--- config.mk ---
export PLATFORM = sky130hd
export DESIGN_NAME = bsrs_sequencer
export DESIGN_NICKNAME = d
export VERILOG_FILES = /design/src/include/bsrs_pkg.sv /design/src/rtl/bsrs_fifo.sv /design/src/rtl/bsrs_sequencer.sv
export SDC_FILE = /design/constraint.sdc
export NUM_CORES = 1
export LEC_CHECK = 0
export ABC_AREA = 1
export ABC_CLOCK_PERIOD_IN_PS = 74700
export BUFFER_PORTS_ARGS = -buffer_cell sky130_fd_sc_hd__buf_4
export CORE_ASPECT_RATIO = 2
export CORE_MARGIN = 4
export CORE_UTILIZATION = 50
export CTS_CLUSTER_SIZE = 40
export DETAILED_ROUTE_END_ITERATION = 8
export GPL_TIMING_DRIVEN = 0
export PLACE_DENSITY = 0.69
export SYNTH_ARGS = -nofsm -noshare
export SYNTH_HDL_FRONTEND = slang
export SYNTH_HIERARCHICAL = 1
export SYNTH_SLANG_ARGS = --single-unit
--- constraint.sdc ---
create_clock -name sys_clk -period 74.7 [get_ports sys_clk]
set_clock_uncertainty 0.1 [all_clocks]
set_input_delay 7.47 -clock sys_clk [delete_from_list [all_inputs] [get_ports sys_clk]]
set_output_delay 7.47 -clock sys_clk [all_outputs]
set_load 0.03 [all_outputs]
--- src/include/bsrs_pkg.sv ---
// constants, types and lookup functions for the bridge scan and rate sequencer
package bsrs_pkg;

    ////////////////////////////////////////////////////////////////////////////
    // register byte offsets
    localparam logic [7:0]  BSRS_ADDR_CTRL    = 8'h00;
    localparam logic [7:0]  BSRS_ADDR_SETTLE  = 8'h04;
    localparam logic [7:0]  BSRS_ADDR_STATUS  = 8'h08;
    localparam logic [7:0]  BSRS_ADDR_DATA    = 8'h0C;

    ////////////////////////////////////////////////////////////////////////////
    // control register fields
    localparam int          BSRS_CTRL_RUN     = 0;
    localparam int          BSRS_CTRL_SCAN    = 1;
    localparam int          BSRS_CTRL_AZ      = 2;
    localparam int          BSRS_CTRL_GP      = 3;
    localparam int          BSRS_CTRL_EXC10   = 4;
    localparam int          BSRS_CTRL_RATE_LO = 8;
    localparam int          BSRS_CTRL_RATE_HI = 11;
    localparam logic [11:0] BSRS_CTRL_RESET   = 12'h000;

    // status register fields
    localparam int          BSRS_STAT_CH_LO    = 0;
    localparam int          BSRS_STAT_MAINS_LO = 4;
    localparam int          BSRS_STAT_SETTLING = 6;
    localparam int          BSRS_STAT_EMPTY    = 7;
    localparam int          BSRS_STAT_LEVEL_LO = 8;

    // result word fields
    localparam int          BSRS_WORD_CH_LO   = 4;
    localparam int          BSRS_WORD_DATA_LO = 8;

    ////////////////////////////////////////////////////////////////////////////
    // timing
    localparam int          BSRS_CLK_HZ         = 125_000_000;
    localparam int          BSRS_HZ_PER_MHZ     = 1_000_000;
    localparam logic [15:0] BSRS_SETTLE_US_RST  = 16'h0190;
    localparam int          BSRS_SCAN_CHANNELS  = 4;
    localparam int          BSRS_FIFO_DEPTH     = 16;
    localparam int          BSRS_WORD_W         = 32;

    ////////////////////////////////////////////////////////////////////////////
    // types
    typedef enum logic [1:0] {
        BSRS_MAINS_NONE = 2'b00,
        BSRS_MAINS_60   = 2'b01,
        BSRS_MAINS_50   = 2'b10,
        BSRS_MAINS_BOTH = 2'b11
    } bsrs_mains_t;

    typedef enum logic {
        BSRS_PH_SIGNAL = 1'b0,
        BSRS_PH_ZERO   = 1'b1
    } bsrs_phase_t;

    // sampling rate in half samples per second, so that 2.5 stays whole
    function automatic int bsrs_rate_x2(logic [3:0] sel);
        case (sel)
            4'h0:    bsrs_rate_x2 = 60000;
            4'h1:    bsrs_rate_x2 = 30000;
            4'h2:    bsrs_rate_x2 = 15000;
            4'h3:    bsrs_rate_x2 = 7500;
            4'h4:    bsrs_rate_x2 = 4000;
            4'h5:    bsrs_rate_x2 = 2000;
            4'h6:    bsrs_rate_x2 = 1000;
            4'h7:    bsrs_rate_x2 = 200;
            4'h8:    bsrs_rate_x2 = 120;
            4'h9:    bsrs_rate_x2 = 100;
            4'hA:    bsrs_rate_x2 = 60;
            4'hB:    bsrs_rate_x2 = 50;
            4'hC:    bsrs_rate_x2 = 30;
            4'hD:    bsrs_rate_x2 = 20;
            4'hE:    bsrs_rate_x2 = 10;
            default: bsrs_rate_x2 = 5;
        endcase
    endfunction

    // mains rejection offered by the decimation filter at a given rate
    function automatic bsrs_mains_t bsrs_mains_for(logic [3:0] sel);
        case (sel)
            4'h8, 4'hA, 4'hC: bsrs_mains_for = BSRS_MAINS_60;
            4'h9, 4'hB:       bsrs_mains_for = BSRS_MAINS_50;
            4'hD, 4'hE, 4'hF: bsrs_mains_for = BSRS_MAINS_BOTH;
            default:          bsrs_mains_for = BSRS_MAINS_NONE;
        endcase
    endfunction

endpackage

--- src/rtl/bsrs_fifo.sv ---
// result fifo with valid and ready on both sides
`timescale 1ns/1ps
module bsrs_fifo #(
    parameter int WIDTH = 32,
    parameter int DEPTH = 16
) (
    // clock and reset
    input  wire logic                     sys_clk,
    input  wire logic                     resetn,
    // fill side
    input  wire logic                     in_valid,
    output logic                          in_ready,
    input  wire logic [WIDTH-1:0]         in_data,
    // drain side
    output logic                          out_valid,
    input  wire logic                     out_ready,
    output logic [WIDTH-1:0]              out_data,
    // fill level
    output logic [$clog2(DEPTH+1)-1:0]    level
);
    localparam int AW = $clog2(DEPTH);

    if (DEPTH < 2 || (DEPTH & (DEPTH - 1)) != 0 || WIDTH < 1) begin : g_bad
        $error("fifo depth must be a power of two of at least 2");
    end

    logic [WIDTH-1:0]           mem [DEPTH];
    logic [AW-1:0]              wptr_q;
    logic [AW-1:0]              rptr_q;
    logic [$clog2(DEPTH+1)-1:0] count_q;
    logic                       do_push;
    logic                       do_pop;

    assign in_ready  = (count_q != ($clog2(DEPTH+1))'(DEPTH));
    assign out_valid = (count_q != '0);
    assign out_data  = mem[rptr_q];
    assign level     = count_q;
    assign do_push   = in_valid & in_ready;
    assign do_pop    = out_valid & out_ready;

    always_ff @(posedge sys_clk) begin
        if (do_push) begin
            mem[wptr_q] <= in_data;
        end
    end

    always_ff @(posedge sys_clk or negedge resetn) begin
        if (!resetn) begin
            wptr_q  <= '0;
            rptr_q  <= '0;
            count_q <= '0;
        end else begin
            if (do_push) begin
                wptr_q <= wptr_q + 1'b1;
            end
            if (do_pop) begin
                rptr_q <= rptr_q + 1'b1;
            end
            if (do_push && !do_pop) begin
                count_q <= count_q + 1'b1;
            end else if (do_pop && !do_push) begin
                count_q <= count_q - 1'b1;
            end
        end
    end

endmodule

--- src/rtl/bsrs_sequencer.sv ---
// scan, settling and data rate sequencer for a multiplexed bridge converter
`timescale 1ns/1ps
//
// Summary of operation
// (RULE1) with scanning on, channels zero to three, or four to seven in the general purpose group, are converted in turn and the order wraps.
// (RULE2) every multiplexer switch starts a settling wait, 400 us after reset.
// (RULE3) software can lengthen the settling wait through its own register.
// (RULE4) one of sixteen sampling rates from 30000 down to 2.5 per second is selected.
// (RULE5) the data rate follows rate, scan and auto-zero; with neither it equals the rate.
// (RULE6) auto-zero pairs a signal and a zero conversion, so results come at about half rate.
// (RULE7) while scanning, each result moves the scan on, so each channel gets a quarter.
// (RULE8) auto-zero is never applied to the general purpose group, channels four to seven.
// (RULE9) rates 60, 30, 15 reject 60 Hz, 50 and 25 reject 50 Hz, 10, 5, 2.5 reject both.
// (RULE10) no mains rejection is reported above 60 per second, nor above 100 with auto-zero.
// (RULE11) a control bit selects 2.5 V or 10 V bridge excitation.
// (RULE12) the auto-zero chop steps on accepted samples only, so its notches track the rate.
// (RULE13) software should keep to a fixed rate of at most 100 per second for accuracy.
// (RULE14) software should keep auto-zero and remote sensing on for low-level signals.
// (RULE15) each result carries the channel in bits 7 to 4 while scanning, zero otherwise.
// (RULE16) conversions finished inside a settling wait are thrown away.
// (RULE17) a change to rate, auto-zero or scan setup restarts at channel zero and resettles.
module bsrs_sequencer
    import bsrs_pkg::*;
#(
    parameter int CLK_HZ     = BSRS_CLK_HZ,
    parameter int FIFO_DEPTH = BSRS_FIFO_DEPTH
) (
    // clock and reset
    input  wire logic        sys_clk,
    input  wire logic        resetn,
    // ahb-lite slave
    input  wire logic        hsel,
    input  wire logic [31:0] haddr,
    input  wire logic [1:0]  htrans,
    input  wire logic        hwrite,
    input  wire logic [2:0]  hsize,
    input  wire logic [31:0] hwdata,
    input  wire logic        hready,
    output logic             hreadyout,
    output logic             hresp,
    output logic [31:0]      hrdata,
    // converter
    output logic             conv_start,
    input  wire logic        adc_valid,
    input  wire logic [23:0] adc_data,
    // analog front end
    output logic [2:0]       mux_sel,
    output logic             az_short,
    output logic             exc_10v
);
    localparam int CLK_MHZ = CLK_HZ / BSRS_HZ_PER_MHZ;
    localparam int LVL_W   = $clog2(FIFO_DEPTH + 1);

    if (CLK_HZ < BSRS_HZ_PER_MHZ || CLK_HZ > 1_000_000_000 ||
        CLK_HZ % BSRS_HZ_PER_MHZ != 0 || FIFO_DEPTH > 16) begin : g_bad
        $error("clock must be whole MHz up to 1 GHz and fifo depth at most 16");
    end

    // sample period in cycles; a shorter CLK_HZ shortens every wait in simulation
    function automatic logic [31:0] period_of(logic [3:0] sel);
        period_of = 32'((2 * CLK_HZ) / bsrs_rate_x2(sel));
    endfunction

    ////////////////////////////////////////////////////////////////////////////
    // bus slave
    logic        dph_valid_q;
    logic        dph_write_q;
    logic [7:0]  dph_addr_q;
    logic        wr;
    logic        rd;

    assign hreadyout = 1'b1;
    assign hresp     = 1'b0;
    assign wr        = dph_valid_q & dph_write_q;
    assign rd        = dph_valid_q & ~dph_write_q;

    always_ff @(posedge sys_clk or negedge resetn) begin
        if (!resetn) begin
            dph_valid_q <= 1'b0;
            dph_write_q <= 1'b0;
            dph_addr_q  <= 8'h00;
        end else if (hready) begin
            // only the low byte decodes; words above it read as zero
            dph_valid_q <= hsel & htrans[1] & (haddr[31:8] == 24'h000000);
            dph_write_q <= hwrite;
            dph_addr_q  <= haddr[7:0];
        end
    end

    ////////////////////////////////////////////////////////////////////////////
    // configuration registers
    logic        run_q;
    logic        scan_en_q;
    logic        az_en_q;
    logic        group_gp_q;
    logic        exc_10v_q;
    logic [3:0]  rate_sel_q;
    logic [15:0] settle_us_q;
    logic [11:0] ctrl_now;
    logic        restart;

    assign ctrl_now = {rate_sel_q, 3'h0, exc_10v_q, group_gp_q, az_en_q, scan_en_q, run_q};
    assign restart  = wr & (((dph_addr_q == BSRS_ADDR_CTRL) && (hwdata[11:0] != ctrl_now)) ||
                      ((dph_addr_q == BSRS_ADDR_SETTLE) && (hwdata[15:0] != settle_us_q))); // RULE17

    always_ff @(posedge sys_clk or negedge resetn) begin
        if (!resetn) begin
            {rate_sel_q, exc_10v_q, group_gp_q, az_en_q, scan_en_q, run_q} <=
                {BSRS_CTRL_RESET[11:8], BSRS_CTRL_RESET[4:0]};
            settle_us_q <= BSRS_SETTLE_US_RST; // RULE2
        end else if (wr && dph_addr_q == BSRS_ADDR_CTRL) begin
            run_q      <= hwdata[BSRS_CTRL_RUN];
            scan_en_q  <= hwdata[BSRS_CTRL_SCAN];
            az_en_q    <= hwdata[BSRS_CTRL_AZ];
            group_gp_q <= hwdata[BSRS_CTRL_GP];
            exc_10v_q  <= hwdata[BSRS_CTRL_EXC10]; // RULE11
            rate_sel_q <= hwdata[BSRS_CTRL_RATE_HI:BSRS_CTRL_RATE_LO]; // RULE4
        end else if (wr && dph_addr_q == BSRS_ADDR_SETTLE) begin
            settle_us_q <= hwdata[15:0]; // RULE3
        end
    end

    ////////////////////////////////////////////////////////////////////////////
    // sample strobe divider, stalled while the fifo is full
    logic [31:0] div_cnt_q;
    logic        conv_start_q;
    logic        fifo_in_ready;
    logic        tick;

    assign tick       = run_q & fifo_in_ready & (div_cnt_q == 32'h00000000);
    assign conv_start = conv_start_q;

    always_ff @(posedge sys_clk or negedge resetn) begin
        if (!resetn) begin
            div_cnt_q    <= 32'h00000000;
            conv_start_q <= 1'b0;
        end else begin
            conv_start_q <= tick & ~restart;
            if (restart) begin
                div_cnt_q <= 32'h00000000;
            end else if (tick) begin
                div_cnt_q <= period_of(rate_sel_q) - 32'h00000001; // RULE4
            end else if (run_q && fifo_in_ready && div_cnt_q != 32'h00000000) begin
                div_cnt_q <= div_cnt_q - 32'h00000001;
            end
        end
    end

    ////////////////////////////////////////////////////////////////////////////
    // settling after a multiplexer switch
    logic [31:0] settle_cnt_q;
    logic [31:0] settle_cycles;
    logic        settling;
    logic        mux_sw;

    assign settle_cycles = 32'(settle_us_q * CLK_MHZ);
    assign settling      = (settle_cnt_q != 32'h00000000);

    always_ff @(posedge sys_clk or negedge resetn) begin
        if (!resetn) begin
            settle_cnt_q <= 32'(BSRS_SETTLE_US_RST * CLK_MHZ);
        end else if (restart || mux_sw) begin
            // the new value of settle_us_q is not yet visible on restart, so take the bus word
            settle_cnt_q <= (wr && dph_addr_q == BSRS_ADDR_SETTLE) ?
                            32'(hwdata[15:0] * CLK_MHZ) : settle_cycles; // RULE2 RULE3
        end else if (settling) begin
            settle_cnt_q <= settle_cnt_q - 32'h00000001;
        end
    end

    ////////////////////////////////////////////////////////////////////////////
    // conversion acceptance, auto-zero pairing and scan order
    bsrs_phase_t phase_q;
    logic [23:0] sig_q;
    logic [1:0]  ch_q;
    logic        az_act;
    logic        acc;
    logic        push;
    logic [23:0] result;
    logic [31:0] push_word;

    assign az_act    = az_en_q & ~group_gp_q; // RULE8
    assign acc       = adc_valid & ~settling & ~restart; // RULE16
    assign push      = acc & (~az_act | (phase_q == BSRS_PH_ZERO)); // RULE5 RULE6
    assign mux_sw    = push & scan_en_q; // RULE7
    assign result    = az_act ? (sig_q - adc_data) : adc_data;
    assign push_word = {result, (scan_en_q ? {2'b00, ch_q} : 4'h0), 4'h0}; // RULE15

    // the chop alternates on accepted samples only, so notches follow the rate
    always_ff @(posedge sys_clk or negedge resetn) begin
        if (!resetn) begin
            phase_q <= BSRS_PH_SIGNAL;
            sig_q   <= 24'h000000;
        end else if (restart) begin
            phase_q <= BSRS_PH_SIGNAL; // RULE17
        end else if (acc && az_act) begin
            if (phase_q == BSRS_PH_SIGNAL) begin
                sig_q   <= adc_data;
                phase_q <= BSRS_PH_ZERO; // RULE12
            end else begin
                phase_q <= BSRS_PH_SIGNAL; // RULE6
            end
        end
    end

    always_ff @(posedge sys_clk or negedge resetn) begin
        if (!resetn) begin
            ch_q <= 2'h0;
        end else if (restart) begin
            ch_q <= 2'h0; // RULE17
        end else if (mux_sw) begin
            ch_q <= ch_q + 2'h1; // RULE1
        end
    end

    assign mux_sel  = {group_gp_q, scan_en_q ? ch_q : 2'h0};
    assign az_short = az_act & (phase_q == BSRS_PH_ZERO); // RULE8
    assign exc_10v  = exc_10v_q; // RULE11

    ////////////////////////////////////////////////////////////////////////////
    // result fifo and read mux
    logic             fifo_out_valid;
    logic [31:0]      fifo_out_data;
    logic [LVL_W-1:0] fifo_level;
    logic             pop;
    bsrs_mains_t      mains;

    assign pop   = rd & (dph_addr_q == BSRS_ADDR_DATA);
    // with auto-zero the filter also rejects 50 Hz at 100 per second
    assign mains = (az_act && rate_sel_q == 4'h7) ?
                   BSRS_MAINS_50 : bsrs_mains_for(rate_sel_q); // RULE9 RULE10

    bsrs_fifo #(
        .WIDTH (BSRS_WORD_W),
        .DEPTH (FIFO_DEPTH)
    ) u_fifo (
        .sys_clk   (sys_clk),
        .resetn    (resetn),
        .in_valid  (push),
        .in_ready  (fifo_in_ready),
        .in_data   (push_word),
        .out_valid (fifo_out_valid),
        .out_ready (pop),
        .out_data  (fifo_out_data),
        .level     (fifo_level)
    );

    always_comb begin
        hrdata = 32'h00000000;
        if (!rd) begin
            hrdata = 32'h00000000;
        end else if (dph_addr_q == BSRS_ADDR_CTRL) begin
            hrdata[11:0] = ctrl_now;
        end else if (dph_addr_q == BSRS_ADDR_SETTLE) begin
            hrdata[15:0] = settle_us_q;
        end else if (dph_addr_q == BSRS_ADDR_STATUS) begin
            hrdata[BSRS_STAT_CH_LO +: 3]      = mux_sel;
            hrdata[BSRS_STAT_MAINS_LO +: 2]   = mains;
            hrdata[BSRS_STAT_SETTLING]        = settling;
            hrdata[BSRS_STAT_EMPTY]           = ~fifo_out_valid;
            hrdata[BSRS_STAT_LEVEL_LO +: LVL_W] = fifo_level;
        end else if (dph_addr_q == BSRS_ADDR_DATA) begin
            hrdata = fifo_out_valid ? fifo_out_data : 32'h00000000;
        end
    end
endmodule

* Yosys cells after proc, flatten, opt, wreduce, memory -nomap -nowiden *
Memory sizes are Yosys's and may differ from the RTL's.
Index checks and enable logic that the tools add are counted.

word-level totals
  bits in registers = 140
  bits in writable memories = 416
  ROM bits = 288
  bits of input ports = 99
  logic and storage cells = 126
  memories = 3

memories
  memory            depth  width  read ports  clocked after memory_dff  wr ports  RTL line         RTL
  u_fifo.mem        16     26     1           0                         1         bsrs_fifo.sv:27  logic [WIDTH-1:0] mem [DEPTH];
  (name not given)  16     16     1           0                         0         bsrs_pkg.sv:58   case (sel)
  (name not given)  16     2      1           0                         0         bsrs_pkg.sv:80   case (sel)

operators by class
  $add $sub $neg = 9
  multiply operators = 2
  divide/modulo/power cells = 1
  eq/ne operators = 7
  muxes and demuxes = 32
  bitwise logic cells = 26
  reductions and logical operators = 27

operators with widths
  kind                    count
  $mux 32                 10
  $sub 32x1->32 const B   3
  $reduce_bool 32->1      2
  $mul 16x7->23 const B   2
  $div 29x32->32 const A  1
  $logic_not 32->1        1
  $mux 16                 2
  $logic_not 24->1        1
  $mux 24                 1
  $sub 24x24->24          1
  $mux 23                 1
  $mux 20                 1
  $mux 19                 1
  $and 1x1->1             17
  $eq 8x4->1 const B      2
  $ne 16x16->1            1
  $mux 12                 1
  $ne 12x12->1            1
  $logic_and 1x1->1       10
  $mux 2                  5
  $mux 5                  2
  $mux 9                  1
  $add 4x1->4 const B     2
  $eq 8x3->1 const B      1
  17 further kinds        34

* Longest topological paths before layout *
  word-level depth = 12
  depth in mapped cells = 547
  depth with buffers taken out = 498

* Hierarchy *
The synthesis kept the hierarchy.

modules (own cells, without submodules)
  module          times used  cells an instance  area each (um^2)  seq. area each (um^2)
  bsrs_sequencer  1           5,930              37,990.2          3,189.3
  bsrs_fifo       1           2,112              22,287.6          15,700.1

* Worst setup path after synthesis *
No wires, ideal clock.

  path kind = register to register
  from = register rate_sel_q[1]
  to = register div_cnt_q[30]
  setup time = 0.132 ns
  arrival time = 70.598 ns
  required time = 74.468 ns
  setup slack = 3.870 ns
  stages on the path, launching flop included = 521
  buffers on the path = 52
  cells stage by stage = dfrtp_1 -> inv_1 -> ha_1 -> nor2_1 -> nor2_1 -> nor2_1 -> nand3_1 -> nor2_1 -> nand3_1 -> inv_1 -> ha_1 -> nand3b_1 -> nand2_1 -> nand3_1 -> nand2_1 -> inv_1 -> ha_1 -> inv_1 -> [... 485 more ...] -> nor2_1 -> nand2_1 -> nor2_2 -> nand2_2 -> nand2_4 -> buf_6 -> ha_1 -> inv_1 -> nor2_1 -> inv_1 -> nor2_1 -> nand2_1 -> inv_1 -> nand3_1 -> nor3_1 -> nand2_1 -> nand2_1 -> o22ai_1

between the ends
  word-level cells in the longest chain between the ends = 7
  elaborated cells on any way between the ends = 12
  classes of those cells = add/sub (1); div (1); eq/ne (1); mux (4); bitwise (1); reduce/logical (3); memory (1)

ends and longest elaborated chain
  what                    RTL line               RTL
  start, declared         bsrs_sequencer.sv:97   logic [3:0] rate_sel_q;
  start signal, assigned  bsrs_sequencer.sv:108  {rate_sel_q, exc_10v_q, group_gp_q, az_en_q, scan_en_q, run_q} <=
  start signal, assigned  bsrs_sequencer.sv:117  rate_sel_q <= hwdata[BSRS_CTRL_RATE_HI:BSRS_CTRL_RATE_LO];
  $mem_v2 16x16           -
  $mux 32                 bsrs_sequencer.sv:141  end else if (tick) begin
  $mux 32                 bsrs_sequencer.sv:139  if (restart) begin
  $div 29x32->32          bsrs_sequencer.sv:61   period_of = 32'((2 * CLK_HZ) / bsrs_rate_x2(sel));
  $sub 32x1->32           bsrs_sequencer.sv:142  div_cnt_q <= period_of(rate_sel_q) - 32'h00000001;
  $mux 32                 bsrs_sequencer.sv:141
  $mux 32                 bsrs_sequencer.sv:139
  end signal, assigned    bsrs_sequencer.sv:142
  end signal, assigned    bsrs_sequencer.sv:144  div_cnt_q <= div_cnt_q - 32'h00000001;
  end, declared           bsrs_sequencer.sv:125  logic [31:0] div_cnt_q;

Several ways; a longest one is shown, not always the timed one. The select of a mux whose other input is x is not followed.
A chain may end at the register's enable or synchronous reset.

* Worst setup path after layout *
Same ends and word-level chain as after synthesis.

==> qor_table.md <==
| Step | Parameter | This run |
|---|---|---|
| setup path | Number of cells traversed by the worst register-to-register path | 531 |
| grt | Vias in the first global route | 56,951 |
| floorplan | Die H | 499 um |
| setup path | Worst Path Buf+Inv | 103 |
| sta | Final worst-path cycle share | 0.939 |
| sta | Final worst path period need | 70.13 ns |
| grt | Wire length of the first global-routing pass | 303 mm |
| setup path | Most frequent cell on the critical path | sky130_fd_sc_hd__nand2_1 |
| setup path | Setup slack of the most critical reg-to-reg path | 4.57 ns |
| grt | Antenna violations before repair | 8 |
| setup path | Standard cell with the maximum stage delay on the critical path | sky130_fd_sc_hd__dfrtp_2 |
| floorplan | Area of the die | 0.127 mm2 |
| drt | Number of optimization iterations in the first detailed-route pass | 7 |
| sta | Final-report setup violation count | 0 |
| logic synthesis | Number of standard cells after synthesis | 8,042 |
| clocking | TritonCTS clock tree | built |
| logic synthesis | Flops & latches, synth | 652 |
| setup path | Startpoint kind of the worst setup timing path | register |
| cells and area | Leading cell type in the layout, fill and taps excluded | sky130_fd_sc_hd__nand2_1 |
| logic synthesis | Library cells used by synthesis | 89 |
| grt | Overall fraction of global-route tracks in use | 0.308 |
| clocking | Clock buffer count from CTS | 57 |
| sta | Number of failing hold endpoints at the final stage | 0 |
| setup path | Family of cells with the greatest summed delay on the critical path | simple AND/OR/NAND/NOR gates |
| floorplan | Core box area | 0.119 mm2 |
| flow run | Max-cap violation count | 0 |
| clocking | Clock latency at the later pin of the worst-skew pair | 0.65 ns |
| cells and area | Highest-count cells in the layout ignoring fill and taps | sky130_fd_sc_hd__nand2_1, sky130_fd_sc_hd__inv_1, sky130_fd_sc_hd__nor2_1, sky130_fd_sc_hd__nand3_1, sky130_fd_sc_hd__edfxtp_1 |
| floorplan | Boundary Pins | 139 |
| cells and area | Share of post-route cells with drive strength above 1 | 0.138 |
| logic synthesis | Yosys top cell area share | 0.255 |
| clocking | Clock-pin slew on the worst setup and hold paths | 0.07 ns |
| logic synthesis | Dominant cell type by area after synthesis | sky130_fd_sc_hd__edfxtp_1 |
| sta | Highest Clock Rate | 14.3 MHz |
| clocking | Total of hold buffers inserted after clock tree synthesis | 0 |
| clocking | H-tree depth reported by CTS | 2 |
| drt | Routed Antenna Nets | 0 |
| logic synthesis | Primary flip-flop cell chosen by synthesis mapping | sky130_fd_sc_hd__edfxtp_1 |
| placed design | Number of buffer cells added on primary ports | 116 |
| grt | Remaining global-route overflow | 0 |
| sta | Post-route worst setup slack | 4.57 ns |
| drt | DR iter-0 viols | 3,144 |
| drt | Via-per-instance ratio | 5.58 |
| logic synthesis | Ranking of synthesized cells by area | sky130_fd_sc_hd__edfxtp_1, sky130_fd_sc_hd__nand2_1, sky130_fd_sc_hd__ha_1 |
| placed design | Global placement routability congestion | 0.978 |
| setup path | Critical path capture point type | register |
| setup path | First element of the critical path | rate_sel_q[1] |
| setup path | Critical path arrival | 70.55 ns |
| setup path | Worst r2r dst | div_cnt_q[30] |
| cells and area | Number of nets in the final layout | 9,217 |
| logic synthesis | FFs w/ async S/R, synth | 0.215 |
| setup path | Crit path required time | 75.11 ns |
| setup path | Worst R2R Start | rate_sel_q[1] |
| clocking | Clock Sink Count | 652 |
| sta | Slew at the pin closest to its max-slew limit | 1.41 ns |
| clocking | Maximum count of clock buffers along a single path | 3 |
| setup path | Stages on worst setup path | 531 |
| cells and area | Area delta synth->final | 14.5% |
| placed design | Placed wire-length estimate after detailed placement | 160 mm |
| logic synthesis | Synthesized area per cell | 7.50 um2 |
| floorplan | Die width | 254 um |
| floorplan | Effective utilization at floorplan | 0.505 |
| sta | Slew headroom | 0.0501 |
| grt | Pin count of the biggest net entering global routing | 76 |
| min path | Path type of the worst min-delay path | register to register |
| floorplan | Number of placement rows | 179 |
| setup path | Critical Setup Path Class | register to register |
| setup path | Crit Path Max Fanout | 12 |
| logic synthesis | Synthesized cell area | 0.0603 mm2 |
| sta | Final count of pins violating max slew | 0 |
| clocking | Clock tree root buffer cell | sky130_fd_sc_hd__clkbuf_16 |
| sta | Setup Total Neg Slack | 0 ns |
| status | Result of the run | complete, no violations |
| logic synthesis | Count of flip-flops with a built-in enable after synthesis | 512 |
| drt | Number of remaining DRC errors | 0 |
| drt | Post-detailed-routing wire length | 201 mm |
| setup path | Capture point of the worst path | div_cnt_q[30] |
| drt | Routed length per placed instance | 19.9 um |
| setup path | Delay of the slowest critical-path stage | 0.40 ns |
| logic synthesis | Yosys warns | 6 |
| logic synthesis | Seq/Total Area, Yosys | 0.313 |
| drt | Vias post-DR | 56,320 |
| placed design | Worst Setup Slack post-DPL | -14.60 ns |
## sequential cells by signal (all words and copies together) (netlist names), 2 cells and up
| signal | flops |
|---|---|
| settle_us_q | 16 |
| u_fifo/mem | 512 |
| rate_sel_q | 4 |
| sig_q | 24 |
| u_fifo/level | 5 |
| dph_addr_q | 8 |
| div_cnt_q | 32 |
| u_fifo/wptr_q | 4 |
| ch_q | 2 |
| u_fifo/rptr_q | 4 |
| settle_cnt_q | 32 |
## worst min-delay path, delay by kind of cell, from the launching register on
kind	cells	cell delay, ns
AND/OR/NAND/NOR	2	0.10
flip-flops	1	0.34
## worst min-delay path by stage
stage	slack, ns	to	cells after the start	start
global placement	0.35	ch_q[1]	1	ch_q[1]
detailed placement	0.36	dph_addr_q[0]	2	dph_addr_q[0]
finish	0.37	dph_addr_q[0]	2	dph_addr_q[0]
floorplan	0.33	ch_q[1]	1	ch_q[1]
CTS	0.37	ch_q[1]	1	ch_q[1]
global route	0.42	ch_q[1]	1	ch_q[1]
## per-stage QoR
| stage | cells | util | instance area, um2 | hold slack, ns |
|---|---|---|---|---|
| 2_1_floorplan | 8139 | - | 60600 | 0.333 |
| 3_3_place_gp | 9793 | 0.531 | 63400 | 0.347 |
| 6_report | 10091 | 0.578 | 69000 | 0.372 |
| 3_5_place_dp | 9833 | 0.538 | 64300 | 0.361 |
| 4_1_cts | 9999 | 0.565 | 67400 | 0.373 |
| 5_1_grt | 10087 | 0.578 | 69000 | 0.425 |
## cell families after synthesis
| kind of cell | after synthesis | share of synthesized area |
|---|---|---|
| AO/OA/AOI/OAI | 1257 | 0.116 |
| XOR/XNOR | 387 | 0.0562 |
| adder cells (fa/ha/maj) | 618 | 0.142 |
| buffers and inverters | 1231 | 0.0865 |
| flip-flops | 652 | 0.313 |
| multiplexers | 2 | 0.000374 |
| other | 2 | 0.000125 |
| AND/OR/NAND/NOR | 3893 | 0.286 |
## synth_stat cells, types with 9 or more instances
cell type                  count
sky130_fd_sc_hd__nand2_2      84
sky130_fd_sc_hd__o21ai_2      17
sky130_fd_sc_hd__dfstp_2       9
sky130_fd_sc_hd__a221oi_1     10
sky130_fd_sc_hd__nand3_2      60
sky130_fd_sc_hd__nand4_1      76
sky130_fd_sc_hd__inv_2        27
sky130_fd_sc_hd__inv_1       968
sky130_fd_sc_hd__edfxtp_1    512
sky130_fd_sc_hd__xor2_1      227
sky130_fd_sc_hd__a31oi_1      25
sky130_fd_sc_hd__clkbuf_1     71
sky130_fd_sc_hd__xnor2_1     160
sky130_fd_sc_hd__nor3_1       58
sky130_fd_sc_hd__buf_2        66
sky130_fd_sc_hd__buf_4        33
sky130_fd_sc_hd__a21o_1       18
sky130_fd_sc_hd__o21ai_1      65
sky130_fd_sc_hd__nor2_4       26
sky130_fd_sc_hd__ha_1        508
sky130_fd_sc_hd__or2_2        44
sky130_fd_sc_hd__buf_6        31
sky130_fd_sc_hd__a211oi_1      9
sky130_fd_sc_hd__o21ai_0     471
sky130_fd_sc_hd__o211ai_1     11
sky130_fd_sc_hd__nor2_2       33
sky130_fd_sc_hd__nand2_1    2211
sky130_fd_sc_hd__o21bai_1     61
sky130_fd_sc_hd__dfrtp_1     131
sky130_fd_sc_hd__fa_1        110
sky130_fd_sc_hd__o22ai_1      12
sky130_fd_sc_hd__a21oi_1     494
sky130_fd_sc_hd__nand3b_1     19
sky130_fd_sc_hd__nor2_1      623
sky130_fd_sc_hd__nand2_4      38
sky130_fd_sc_hd__nand3_1     558
sky130_fd_sc_hd__nor4_1       27
## layout make-up
cell class,instances,area (um2)
tap,1538,1920
antenna,4,10.0
timing repair buffer,302,2680
clock inverter,33,469
inverter,1010,3900
fill,11079,50400
clock buffer,75,1590
buffer,219,1680
sequential,652,18900
multi-input combinational,6258,37900
## layer usage
layer,vias to the layer above,track usage,routed length (um)
met3,827,0.0357,9100
met1,26359,0.281,64500
met2,1804,0.602,108000
met4,6,0.242,19400
met5,-,0,39
li1,27324,-,-
## what timing repair did
| item | 4_1_cts | 5_1_grt |
|---|---|---|
| pin swaps | 47 | 115 |
| buffers inserted | 55 | 87 |
| resized for setup | 205 | 255 |
| gates cloned | 3 | 2 |
| endpoints found under the setup margin | 32 | 32 |
Power is not shown: default switching activity piles up to over one toggle a cycle in this logic, so the estimate is an artifact.
